File: src/design/afcc_map.svh
// register indices, field positions, reset values and timing counts of the config bank
`ifndef AFCC_MAP_SVH
`define AFCC_MAP_SVH
// ===========================================================================
// register indices (byte address is four times the index)
`define AFCC_IDX_TGR        6'h33
`define AFCC_IDX_RATE       6'h34
`define AFCC_IDX_SYNC       6'h35
`define AFCC_IDX_MISC       6'h36
`define AFCC_IDX_IRQ_STAT   6'h3C
`define AFCC_IDX_IRQ_MASK   6'h3D
`define AFCC_IDX_STATUS     6'h3E
`define AFCC_IDX_GLOBAL     6'h3F
// ===========================================================================
// reset values
`define AFCC_RST_TGR        8'h00
`define AFCC_RST_RATE       8'hC8
`define AFCC_RST_SYNC       8'h01
`define AFCC_RST_MISC       8'h00
`define AFCC_RST_GLOBAL     1'h1
`define AFCC_RST_IRQ        3'h0
// ===========================================================================
// field positions
`define AFCC_IRQ_LOSS_BIT   0
`define AFCC_IRQ_DOWN_BIT   1
`define AFCC_IRQ_UP_BIT     2
`define AFCC_STAT_LOST_BIT  8
// ===========================================================================
// tone rate scaling, centihertz
`define AFCC_TONE_DEFAULT   8'hC8
`define AFCC_TONE_STEP_CHZ  22'h00249F
`define AFCC_TONE_DEF_CHZ   22'h1C9C38
`define AFCC_TONE_MAX_CHZ   22'h247A61
// ===========================================================================
// timing
`define AFCC_CLK_NS          25
`define AFCC_ZC_BASE_NS      20000
`define AFCC_ZC_BASE_CYC     (`AFCC_ZC_BASE_NS / `AFCC_CLK_NS)
`define AFCC_ATTACK_BASE_MS  100
`define AFCC_ATTACK_BASE_CYC (`AFCC_ATTACK_BASE_MS * 1000000 / `AFCC_CLK_NS)
`define AFCC_RELEASE_BASE_MS 200
`define AFCC_RELEASE_BASE_CYC (`AFCC_RELEASE_BASE_MS * 1000000 / `AFCC_CLK_NS)
`define AFCC_WD_STEP_NS      2500
`define AFCC_WD_STEP_CYC     16'((`AFCC_WD_STEP_NS) / `AFCC_CLK_NS)
`define AFCC_WD_LOW3_NS      10000
`define AFCC_WD_LOW3_CYC     16'((`AFCC_WD_LOW3_NS) / `AFCC_CLK_NS)
`endif

File: src/design/afcc_pkg.sv
// types of the foldback and clock config bank
package afcc_pkg;
  typedef enum logic [2:0] {
    AFCC_F_2M1  = 3'b000,
    AFCC_F_2M3  = 3'b001,
    AFCC_F_576K = 3'b010,
    AFCC_F_384K = 3'b011,
    AFCC_F_460K = 3'b100
  } afcc_freq_t;
  typedef enum logic [1:0] {
    AFCC_FB_IDLE   = 2'b00,
    AFCC_FB_TIMING = 2'b01,
    AFCC_FB_WAIT   = 2'b10
  } afcc_fb_state_t;
  typedef struct packed {
    logic [1:0] zc_wait;
    logic       fb_off;
    logic       zc_skip;
    logic [1:0] attack;
    logic [1:0] rel;
  } afcc_tgr_t;
  typedef struct packed {
    logic [3:0] rsvd;
    logic [1:0] wd_code;
    logic       chk_skip;
    logic       master;
  } afcc_sync_t;
  typedef struct packed {
    logic       rsvd;
    logic       tri_level;
    logic [1:0] spread_ctrl_four;
    logic       sync_spread_off;
    logic [2:0] pwm_freq;
  } afcc_misc_t;
  typedef struct packed {
    logic       master;
    logic       spread_on;
    logic       tri_level;
    logic       mute;
    afcc_freq_t freq;
  } afcc_cfg_t;
endpackage

File: src/design/afcc_regs.sv
// foldback, diagnostic tone and switching clock config bank with AXI4-Lite slave
// Behaviour
// [RULE1] gain step waits for zero crossing at most 20/80/320/1280 us, then applies
// [RULE2] foldback control bit 5 set turns thermal gain reduction off
// [RULE3] zero-cross skip applies each gain step at once without waiting
// [RULE4] while reducing, gain drops 1 dB per 100/200/400/800 ms interval
// [RULE5] while restoring, gain rises 1 dB per 200/400/800/1600 ms interval
// [RULE6] tone rate code scales 93.75 Hz per step; reset code 200
// [RULE7] tone rate code zero is treated as the 18.75 kHz default
// [RULE8] at 2.1/2.3 MHz the loss timeout is 2.5/5/7.5/10 us
// [RULE9] at 384/460/576 kHz the loss timeout is 5/10/15/10 us
// [RULE10] clock check skip bit set disables sync clock error detection
// [RULE11] in slave mode the host routes an external sync clock to a pin
// [RULE12] master mode makes the switching clock internally; reset state is master
// [RULE13] tri-level standby makes a mid level on the standby pin mute
// [RULE14] in slave mode spread applies to sync input unless its bypass bit set
// [RULE15] frequency code selects 2.1M, 2.3M, 576k, 384k, 460k for codes 0-4
// [RULE16] global spread enable turns modulation on, resets enabled
// [RULE17] watchdog restarts on each sync edge, flags loss on timeout while active
// [RULE18] frequency codes 5-7 fall back to a defined frequency
`include "afcc_map.svh"
module afcc_regs #(
  parameter int unsigned MAX_ATTEN_DB     = 24,
  parameter int unsigned ZC_BASE_CYC      = `AFCC_ZC_BASE_CYC,
  parameter int unsigned ATTACK_BASE_CYC  = `AFCC_ATTACK_BASE_CYC,
  parameter int unsigned RELEASE_BASE_CYC = `AFCC_RELEASE_BASE_CYC
) (
  input  logic              aclk,
  input  logic              aresetn,
  input  logic              ce,
  input  logic              s_axi_awvalid,
  output logic              s_axi_awready,
  input  logic [7:0]        s_axi_awaddr,
  input  logic              s_axi_wvalid,
  output logic              s_axi_wready,
  input  logic [31:0]       s_axi_wdata,
  input  logic [3:0]        s_axi_wstrb,
  output logic              s_axi_bvalid,
  input  logic              s_axi_bready,
  output logic [1:0]        s_axi_bresp,
  input  logic              s_axi_arvalid,
  output logic              s_axi_arready,
  input  logic [7:0]        s_axi_araddr,
  output logic              s_axi_rvalid,
  input  logic              s_axi_rready,
  output logic [31:0]       s_axi_rdata,
  output logic [1:0]        s_axi_rresp,
  input  logic              thermal_hot,
  input  logic              zero_cross,
  input  logic              sync_in,
  input  logic              standby_mid,
  output logic              irq,
  output logic [7:0]        gain_reduction_db,
  output logic              ext_clock_lost,
  output logic [7:0]        diag_tone_rate,
  output logic [21:0]       tone_freq_chz,
  output afcc_pkg::afcc_cfg_t cfg_out
);
  import afcc_pkg::*;

  // the longest zero-cross wait is the base shifted by six and must fit the 16-bit counter
  if (MAX_ATTEN_DB > 255 || MAX_ATTEN_DB == 0 || ZC_BASE_CYC == 0 || ZC_BASE_CYC > 1023 ||
      ATTACK_BASE_CYC == 0 || RELEASE_BASE_CYC == 0 ||
      ATTACK_BASE_CYC > 32'h0FFFFFFF || RELEASE_BASE_CYC > 32'h0FFFFFFF) begin : g_bad_param
    $error("afcc_regs: parameter values out of range");
  end

  // ==========================================================================
  // functions
  function automatic logic is_mapped(input logic [5:0] idx);
    is_mapped = (idx >= `AFCC_IDX_TGR && idx <= `AFCC_IDX_MISC) ||
                (idx >= `AFCC_IDX_IRQ_STAT && idx <= `AFCC_IDX_GLOBAL);
  endfunction

  function automatic logic [31:0] cyc_shift(input int unsigned base, input logic [2:0] sh);
    cyc_shift = 32'(base) << sh;
  endfunction

  function automatic logic [15:0] wd_limit(input logic [1:0] code, input logic low_rate);
    logic [15:0] steps;
    steps = 16'({14'h0000, code} + 16'h0001);
    if (!low_rate) begin
      wd_limit = 16'(steps * `AFCC_WD_STEP_CYC);
    end else if (code == 2'h3) begin
      wd_limit = `AFCC_WD_LOW3_CYC;
    end else begin
      wd_limit = 16'(steps * `AFCC_WD_STEP_CYC * 16'h0002);
    end
  endfunction

  // ==========================================================================
  // AXI4-Lite write channel
  afcc_tgr_t   thermal_gain_reduction_ctrl_reg;
  logic [7:0]  ac_diag_tone_rate_reg;
  afcc_sync_t  clock_follow_ctrl_reg;
  afcc_misc_t  switching_misc_ctrl_reg;
  logic        spread_enable_reg;
  logic [2:0]  irq_stat_reg;
  logic [2:0]  irq_mask_reg;
  logic        aw_hold_reg;
  logic        w_hold_reg;
  logic [5:0]  aw_idx_reg;
  logic [7:0]  wdata_reg;
  logic        wstrb0_reg;
  logic        bvalid_reg;
  logic [1:0]  bresp_reg;
  logic        wr_go;
  logic        wr_en;

  assign s_axi_awready = ce && !aw_hold_reg && !bvalid_reg;
  assign s_axi_wready  = ce && !w_hold_reg && !bvalid_reg;
  assign s_axi_bvalid  = bvalid_reg;
  assign s_axi_bresp   = bresp_reg;
  assign wr_go = ce && aw_hold_reg && w_hold_reg && !bvalid_reg;
  assign wr_en = wr_go && wstrb0_reg;

  always_ff @(posedge aclk) begin
    if (!aresetn) begin
      aw_hold_reg <= 1'b0;
      w_hold_reg  <= 1'b0;
      aw_idx_reg  <= 6'h00;
      wdata_reg   <= 8'h00;
      wstrb0_reg  <= 1'b0;
      bvalid_reg  <= 1'b0;
      bresp_reg   <= 2'h0;
    end else if (ce) begin
      if (s_axi_awvalid && s_axi_awready) begin
        aw_hold_reg <= 1'b1;
        aw_idx_reg  <= s_axi_awaddr[7:2];
      end
      if (s_axi_wvalid && s_axi_wready) begin
        w_hold_reg <= 1'b1;
        wdata_reg  <= s_axi_wdata[7:0];
        wstrb0_reg <= s_axi_wstrb[0];
      end
      if (wr_go) begin
        aw_hold_reg <= 1'b0;
        w_hold_reg  <= 1'b0;
        bvalid_reg  <= 1'b1;
        bresp_reg   <= is_mapped(aw_idx_reg) ? 2'h0 : 2'h2;
      end else if (bvalid_reg && s_axi_bready) begin
        bvalid_reg <= 1'b0;
      end
    end
  end

  // ==========================================================================
  // configuration registers
  always_ff @(posedge aclk) begin
    if (!aresetn) begin
      thermal_gain_reduction_ctrl_reg <= `AFCC_RST_TGR;
      ac_diag_tone_rate_reg           <= `AFCC_RST_RATE; // [RULE6]
      clock_follow_ctrl_reg           <= `AFCC_RST_SYNC; // [RULE12]
      switching_misc_ctrl_reg         <= `AFCC_RST_MISC;
      spread_enable_reg               <= `AFCC_RST_GLOBAL; // [RULE16]
      irq_mask_reg                    <= `AFCC_RST_IRQ;
    end else if (wr_en) begin
      case (aw_idx_reg)
        `AFCC_IDX_TGR:      thermal_gain_reduction_ctrl_reg <= wdata_reg;
        `AFCC_IDX_RATE:     ac_diag_tone_rate_reg <= wdata_reg;
        `AFCC_IDX_SYNC:     clock_follow_ctrl_reg <= wdata_reg;
        `AFCC_IDX_MISC:     switching_misc_ctrl_reg <= wdata_reg;
        `AFCC_IDX_IRQ_MASK: irq_mask_reg <= wdata_reg[2:0];
        `AFCC_IDX_GLOBAL:   spread_enable_reg <= wdata_reg[0];
        default: ;
      endcase
    end
  end

  // ==========================================================================
  // thermal gain foldback
  afcc_fb_state_t fb_state_reg;
  logic [31:0]    ivl_cnt_reg;
  logic [15:0]    zc_cnt_reg;
  logic           dir_down_reg;
  logic [7:0]     atten_reg;
  logic           step_down_evt_reg;
  logic           step_up_evt_reg;
  logic           need_down;
  logic           need_up;
  logic [31:0]    ivl_lim;
  logic [15:0]    zc_lim;
  logic           ivl_done;
  logic           apply_now;
  logic           apply_down;

  assign need_down = thermal_hot && atten_reg < 8'(MAX_ATTEN_DB);
  assign need_up   = !thermal_hot && atten_reg != 8'h00;
  // attack and release intervals double per code step
  assign ivl_lim = need_down ?
                   cyc_shift(ATTACK_BASE_CYC, {1'b0, thermal_gain_reduction_ctrl_reg.attack}) :
                   cyc_shift(RELEASE_BASE_CYC, {1'b0, thermal_gain_reduction_ctrl_reg.rel});
  // zero-cross wait quadruples per code step
  assign zc_lim = 16'(cyc_shift(ZC_BASE_CYC, {thermal_gain_reduction_ctrl_reg.zc_wait, 1'b0}));
  assign ivl_done = fb_state_reg == AFCC_FB_TIMING && (need_down || need_up) &&
                    ivl_cnt_reg == ivl_lim - 32'h1; // [RULE4] [RULE5]
  assign apply_now = !thermal_gain_reduction_ctrl_reg.fb_off &&
                     ((ivl_done && (thermal_gain_reduction_ctrl_reg.zc_skip || zero_cross)) ||
                      (fb_state_reg == AFCC_FB_WAIT &&
                       (thermal_gain_reduction_ctrl_reg.zc_skip || zero_cross ||
                        zc_cnt_reg == zc_lim - 16'h1))); // [RULE1] [RULE3]
  assign apply_down = fb_state_reg == AFCC_FB_TIMING ? need_down : dir_down_reg;

  always_ff @(posedge aclk) begin
    if (!aresetn) begin
      fb_state_reg <= AFCC_FB_IDLE;
      ivl_cnt_reg  <= 32'h0;
      zc_cnt_reg   <= 16'h0;
      dir_down_reg <= 1'b0;
    end else if (ce) begin
      if (thermal_gain_reduction_ctrl_reg.fb_off) begin
        fb_state_reg <= AFCC_FB_IDLE; // [RULE2]
        ivl_cnt_reg  <= 32'h0;
        zc_cnt_reg   <= 16'h0;
      end else begin
        case (fb_state_reg)
          AFCC_FB_IDLE: begin
            ivl_cnt_reg <= 32'h0;
            if (need_down || need_up) begin
              fb_state_reg <= AFCC_FB_TIMING;
            end
          end
          AFCC_FB_TIMING: begin
            if (!(need_down || need_up)) begin
              fb_state_reg <= AFCC_FB_IDLE;
            end else if (ivl_done) begin
              ivl_cnt_reg  <= 32'h0;
              zc_cnt_reg   <= 16'h0;
              dir_down_reg <= need_down;
              if (!apply_now) begin
                fb_state_reg <= AFCC_FB_WAIT;
              end
            end else begin
              ivl_cnt_reg <= ivl_cnt_reg + 32'h1;
            end
          end
          AFCC_FB_WAIT: begin
            if (apply_now) begin
              fb_state_reg <= AFCC_FB_TIMING; // [RULE1]
            end else begin
              zc_cnt_reg <= zc_cnt_reg + 16'h1;
            end
          end
          default: fb_state_reg <= AFCC_FB_IDLE;
        endcase
      end
    end
  end

  // gain steps are bounded again here because the heat input may flip while waiting
  always_ff @(posedge aclk) begin
    if (!aresetn) begin
      atten_reg         <= 8'h00;
      step_down_evt_reg <= 1'b0;
      step_up_evt_reg   <= 1'b0;
    end else if (ce) begin
      step_down_evt_reg <= 1'b0;
      step_up_evt_reg   <= 1'b0;
      if (thermal_gain_reduction_ctrl_reg.fb_off) begin
        atten_reg <= 8'h00; // [RULE2]
      end else if (apply_now && apply_down && atten_reg < 8'(MAX_ATTEN_DB)) begin
        atten_reg         <= atten_reg + 8'h01; // [RULE4]
        step_down_evt_reg <= 1'b1;
      end else if (apply_now && !apply_down && atten_reg != 8'h00) begin
        atten_reg       <= atten_reg - 8'h01; // [RULE5]
        step_up_evt_reg <= 1'b1;
      end
    end
  end

  // ==========================================================================
  // sync clock watchdog
  logic        sync_prev_reg;
  logic [15:0] wd_cnt_reg;
  logic        lost_reg;
  logic        loss_evt_reg;
  logic        sync_edge;
  logic        wd_on;
  logic        low_rate;
  logic [15:0] wd_lim;
  afcc_freq_t  freq_eff;

  // undefined codes run at the reset frequency rather than an arbitrary one
  assign freq_eff = switching_misc_ctrl_reg.pwm_freq > 3'h4 ? AFCC_F_2M1 :
                    afcc_freq_t'(switching_misc_ctrl_reg.pwm_freq); // [RULE15] [RULE18]
  assign low_rate  = freq_eff != AFCC_F_2M1 && freq_eff != AFCC_F_2M3;
  assign wd_lim    = wd_limit(clock_follow_ctrl_reg.wd_code, low_rate); // [RULE8] [RULE9]
  assign sync_edge = sync_in && !sync_prev_reg;
  // only a slave follows an outside clock, so only a slave can lose it
  assign wd_on = !clock_follow_ctrl_reg.master && !clock_follow_ctrl_reg.chk_skip; // [RULE10]

  always_ff @(posedge aclk) begin
    if (!aresetn) begin
      sync_prev_reg <= 1'b0;
      wd_cnt_reg    <= 16'h0;
      lost_reg      <= 1'b0;
      loss_evt_reg  <= 1'b0;
    end else if (ce) begin
      sync_prev_reg <= sync_in;
      loss_evt_reg  <= 1'b0;
      if (!wd_on || sync_edge) begin
        wd_cnt_reg <= 16'h0; // [RULE17]
        lost_reg   <= 1'b0;
      end else if (wd_cnt_reg >= wd_lim - 16'h1) begin
        wd_cnt_reg   <= 16'h0;
        lost_reg     <= 1'b1; // [RULE17]
        loss_evt_reg <= !lost_reg;
      end else begin
        wd_cnt_reg <= wd_cnt_reg + 16'h1;
      end
    end
  end

  // ==========================================================================
  // interrupt status, write one to clear; a new event beats the clear
  logic [2:0] evt_vec;
  logic [2:0] w1c_vec;

  assign evt_vec = {step_up_evt_reg, step_down_evt_reg, loss_evt_reg};
  assign w1c_vec = (wr_en && aw_idx_reg == `AFCC_IDX_IRQ_STAT) ? wdata_reg[2:0] : 3'h0;
  assign irq = |(irq_stat_reg & irq_mask_reg);

  always_ff @(posedge aclk) begin
    if (!aresetn) begin
      irq_stat_reg <= `AFCC_RST_IRQ;
    end else if (ce) begin
      irq_stat_reg <= (irq_stat_reg & ~w1c_vec) | evt_vec;
    end
  end

  // ==========================================================================
  // registered outputs
  always_ff @(posedge aclk) begin
    if (!aresetn) begin
      cfg_out        <= '{master: 1'b1, spread_on: 1'b1, tri_level: 1'b0, mute: 1'b0,
                          freq: AFCC_F_2M1};
      diag_tone_rate <= `AFCC_TONE_DEFAULT;
      tone_freq_chz  <= `AFCC_TONE_DEF_CHZ;
    end else if (ce) begin
      cfg_out.master    <= clock_follow_ctrl_reg.master; // [RULE12]
      cfg_out.spread_on <= spread_enable_reg && (clock_follow_ctrl_reg.master ||
                           !switching_misc_ctrl_reg.sync_spread_off); // [RULE14] [RULE16]
      cfg_out.tri_level <= switching_misc_ctrl_reg.tri_level;
      cfg_out.mute      <= switching_misc_ctrl_reg.tri_level && standby_mid; // [RULE13]
      cfg_out.freq      <= freq_eff; // [RULE15]
      if (ac_diag_tone_rate_reg == 8'h00) begin
        diag_tone_rate <= `AFCC_TONE_DEFAULT; // [RULE7]
        tone_freq_chz  <= `AFCC_TONE_DEF_CHZ;
      end else begin
        diag_tone_rate <= ac_diag_tone_rate_reg;
        tone_freq_chz  <= 22'({14'h0000, ac_diag_tone_rate_reg} * `AFCC_TONE_STEP_CHZ); // [RULE6]
      end
    end
  end

  assign gain_reduction_db = atten_reg;
  assign ext_clock_lost    = lost_reg;

  // ==========================================================================
  // read channel
  logic        rvalid_reg;
  logic [31:0] rdata_reg;
  logic [1:0]  rresp_reg;
  logic [31:0] rd_mux;
  logic [5:0]  ar_idx;

  assign ar_idx        = s_axi_araddr[7:2];
  assign s_axi_arready = ce && !rvalid_reg;
  assign s_axi_rvalid  = rvalid_reg;
  assign s_axi_rdata   = rdata_reg;
  assign s_axi_rresp   = rresp_reg;

  always_comb begin
    rd_mux = 32'h0;
    case (ar_idx)
      `AFCC_IDX_TGR:      rd_mux = {24'h0, thermal_gain_reduction_ctrl_reg};
      `AFCC_IDX_RATE:     rd_mux = {24'h0, ac_diag_tone_rate_reg};
      `AFCC_IDX_SYNC:     rd_mux = {24'h0, clock_follow_ctrl_reg};
      `AFCC_IDX_MISC:     rd_mux = {24'h0, switching_misc_ctrl_reg};
      `AFCC_IDX_IRQ_STAT: rd_mux = {29'h0, irq_stat_reg};
      `AFCC_IDX_IRQ_MASK: rd_mux = {29'h0, irq_mask_reg};
      `AFCC_IDX_STATUS:   rd_mux = {20'h0, freq_eff, lost_reg, atten_reg};
      `AFCC_IDX_GLOBAL:   rd_mux = {31'h0, spread_enable_reg};
      default:            rd_mux = 32'h0;
    endcase
  end

  always_ff @(posedge aclk) begin
    if (!aresetn) begin
      rvalid_reg <= 1'b0;
      rdata_reg  <= 32'h0;
      rresp_reg  <= 2'h0;
    end else if (ce) begin
      if (s_axi_arvalid && s_axi_arready) begin
        rvalid_reg <= 1'b1;
        rdata_reg  <= rd_mux;
        rresp_reg  <= is_mapped(ar_idx) ? 2'h0 : 2'h2;
      end else if (rvalid_reg && s_axi_rready) begin
        rvalid_reg <= 1'b0;
      end
    end
  end
endmodule

File: config.mk
export PLATFORM = sky130hd
export DESIGN_NAME = afcc_regs
export DESIGN_NICKNAME = d
export VERILOG_FILES = /design/src/design/afcc_pkg.sv /design/src/design/afcc_regs.sv
export VERILOG_INCLUDE_DIRS = /design/src /design/src/design
export SDC_FILE = /design/constraint.sdc
export NUM_CORES = 1
export LEC_CHECK = 0
export BUFFER_PORTS_ARGS = -buffer_cell sky130_fd_sc_hd__clkbuf_2
export CORE_AREA = 2 2 132 166
export DETAILED_ROUTE_END_ITERATION = 10
export DIE_AREA = 0 0 134 168
export PLACE_DENSITY = 0.89
export SLEW_MARGIN = 30
export SYNTH_ARGS = -nofsm -noshare
export SYNTH_HDL_FRONTEND = slang
export SYNTH_SLANG_ARGS = --single-unit
File: constraint.sdc
create_clock -name aclk -period 12.7 [get_ports aclk]
set_input_delay 1.27 -clock aclk [delete_from_list [all_inputs] [get_ports aclk]]
set_output_delay 1.27 -clock aclk [all_outputs]
set_load 0.05 [all_outputs]
==> impl_metrics.tcl <==
set metrics [dict create \
    cts_buffers 17 \
    vias 10680 \
    maxCapViolations 0 \
    slew_violations 0 \
    final_cell_mix "dfxtp_1 (188), nand2_1 (127), nor2_1 (110), ha_1 (99), clkbuf_2 (97)" \
    min_period_ns 6.783 \
    synth_compound_area_frac 0.1625 \
    yosysSeqAreaShare 0.3048 \
    postSynthAreaPerCell_sq_um 8.671 \
    mostFrequentLayoutCell "dfxtp_1" \
    wl_mm 31.45 \
    critPathCaptureType "register" \
    yosysWarnings 0 \
    cts-resized-gates 0 \
    viasPerCell 6.028 \
    hold_class "register to register" \
    fin_cells 1772 \
    die_x_um 134 \
    worstMarginPinSlew_ns 1.024 \
    cts_max_level 4 \
    path_max_fanout 17 \
    route.antenna.remaining_nets 0 \
    finalSetupTns_ns 0 \
    first_pass_iters 5 \
    yosys-mux-area-fraction 0.04793 \
    clkTransAtPathRegs_ns 0.08 \
    cts_sinks 188 \
    slew_headroom 0.3171 \
    required_ns 13.08 \
    drive_above_1_share 0.1098 \
    die_h_um 168 \
    grt_overflow 0 \
    synth_xor_area_frac 0.05391 \
    gp_congestion 0.9607 \
    status "finished, final reports clean" \
    synth-simple-area-share 0.2258 \
    synth_top_flop_cell "dfxtp_1" \
    grt_pass1_wl_mm 50.79 \
    synth-edff-count 0 \
    hold_violations 0 \
    initial_core_util 0.5853 \
    dp_cells 1739 \
    hold-worst-slack_ns 0.4775 \
    cts_tree "yes" \
    n_antenna_cell 0 \
    final_nets 1665 \
    cts_hold_buf 0 \
    drc 0 \
    grt_pass1_vias 10550 \
    synth_top_family_by_area "simple AND/OR/NAND/NOR gates" \
    track_usage 0.2793 \
    ys_ff_latch 188 \
    cts_setup_buffers 0 \
    row_count 60 \
    synthAdderAreaFrac 0.1360 \
    power_leakage_nw 5.736 \
    setup_viol 0 \
    n_fill_cell 1663 \
    grt_max_degree 95 \
    placement.cell_area_sq_mm 0.01279 \
    syn_inst 1424 \
    fin_worst_skew_ns 0.01009 \
    drt-initial-drc-count 658 \
    async_flop_share 0 \
    max_freq_mhz 147.4 \
    die_area_sq_mm 0.02251 \
    pin_count 152 \
    fin_area_sq_mm 0.01339 \
    crit_type "input pin to register" \
    mappedNetlistArea_sq_mm 0.01235 \
    yosysUniqueCellTypes 86 \
    place_hpwl_mm 22.29 \
    clk_path_buf_depth 2 \
    core-area_sq_mm 0.02110 \
    cp-start-kind "input pin" \
    port_buffers 98 \
    antenna_found_initial 0 \
    largest_reg_flops 32 \
    area_delta_synth_final_pct 8.460 \
    cts-root-buf "clkbuf_16" \
    min_period_over_period 0.5341 \
    vdd_drop_max_mv 0.09829 \
    rsz0062_at_grt "false" \
    wire_per_inst_um 17.75 \
    clock_latency_ns 0.45 \
    arrival_ns 7.16 \
    powerDensity_mw_per_mm2 91.20 \
]
logic make-up (layout without fill, tap and decap cells):
group / count (synthesis) / in the layout
simple gates: 527 / 527
compound gates: 278 / 278
flops: 188 / 188
buf+inv: 173 / 216
fa+ha+maj: 121 / 121
xor+xnor: 76 / 76
mux: 59 / 59
other cells: 2 / 28
metal layers:
layer | routed length (um) | track usage | vias to the layer above
li1 | - | - | 5086
met1 | 12130 | 0.3050 | 5173
met2 | 16350 | 0.5113 | 330
met3 | 1499 | 0.04788 | 93
met4 | 1476 | 0.1489 | 0
met5 | 0 | 0 | -
final timing paths:
check	from	endpoint	slack, ns	cells after the start
worst max-delay path	thermal_hot	gain_reduction_db[5]$_SDFFE_PN0P_	5.92	20
worst min-delay path	tone_freq_chz[1]$_SDFFE_PN0P_	tone_freq_chz[1]$_SDFFE_PN0P_	0.48	2
worst max register to register	gain_reduction_db[4]$_SDFFE_PN0P_	gain_reduction_db[5]$_SDFFE_PN0P_	6.27	19
worst min register to register	tone_freq_chz[1]$_SDFFE_PN0P_	tone_freq_chz[1]$_SDFFE_PN0P_	0.48	2
through the flow:
step                setup WS, ns  total power [mW]  utilization
finish                     5.917             1.221       0.6349
global route               5.513             1.257       0.6349
CTS                        6.027             1.224       0.6339
detailed placement         5.583            0.6963       0.6065
global placement           5.643            0.6947       0.6062
floorplan                  6.975            0.6824            -
cells in the mapped netlist, types with 23 or more instances:
cell type / count / area share
xor2_1: 44 / 0.031
nor2b_1: 83 / 0.042
and3_1: 25 / 0.013
nor2_1: 110 / 0.033
nand3_1: 41 / 0.017
a21boi_0: 29 / 0.018
inv_1: 78 / 0.024
dfxtp_1: 188 / 0.30
buf_4: 24 / 0.015
xnor2_1: 32 / 0.023
nor3_1: 23 / 0.0093
a21oi_1: 37 / 0.015
ha_1: 99 / 0.10
clkbuf_1: 48 / 0.015
o21ai_0: 53 / 0.021
mux2i_1: 58 / 0.047
nand2_1: 127 / 0.039
power breakdown:
group	total, mW	switching [mW]	internal, mW
Clock	0.537	0.257	0.280
Sequential	0.601	0.00690	0.594
Combinational	0.0843	0.0608	0.0235
Total	1.22	0.324	0.897
critical path, cell delays in order:
cell and delay [ns]:
clkbuf_2 0.33, inv_1 0.36, nor2_2 0.65, nand2_1 0.12, ha_1 0.34, xnor2_1 0.25, a2111oi_0 0.48, a21oi_1 0.17
a2111oi_0 0.55, nand4b_1 0.23, nor4_4 0.45, o211ai_2 0.26, ha_1 0.34, a21o_1 0.18, a21oi_1 0.21, o21bai_1 0.09
a21oi_1 0.18, nor2b_1 0.08, or4_1 0.47, a21boi_1 0.14
cell type report:
cell class / instances / area [sq um] / share of cell area
timing repair buffer: 106 / 556.8 / 0.04157
inverter: 78 / 292.8 / 0.02186
multi-input combinational: 1089 / 7851 / 0.5862
tap: 279 / 349.1 / 0.02607
clock inverter: 14 / 150.1 / 0.01121
sequential: 188 / 3764 / 0.2810
clock buffer: 18 / 429.2 / 0.03204
No activity file was read; power rests on OpenSTA's default activity.
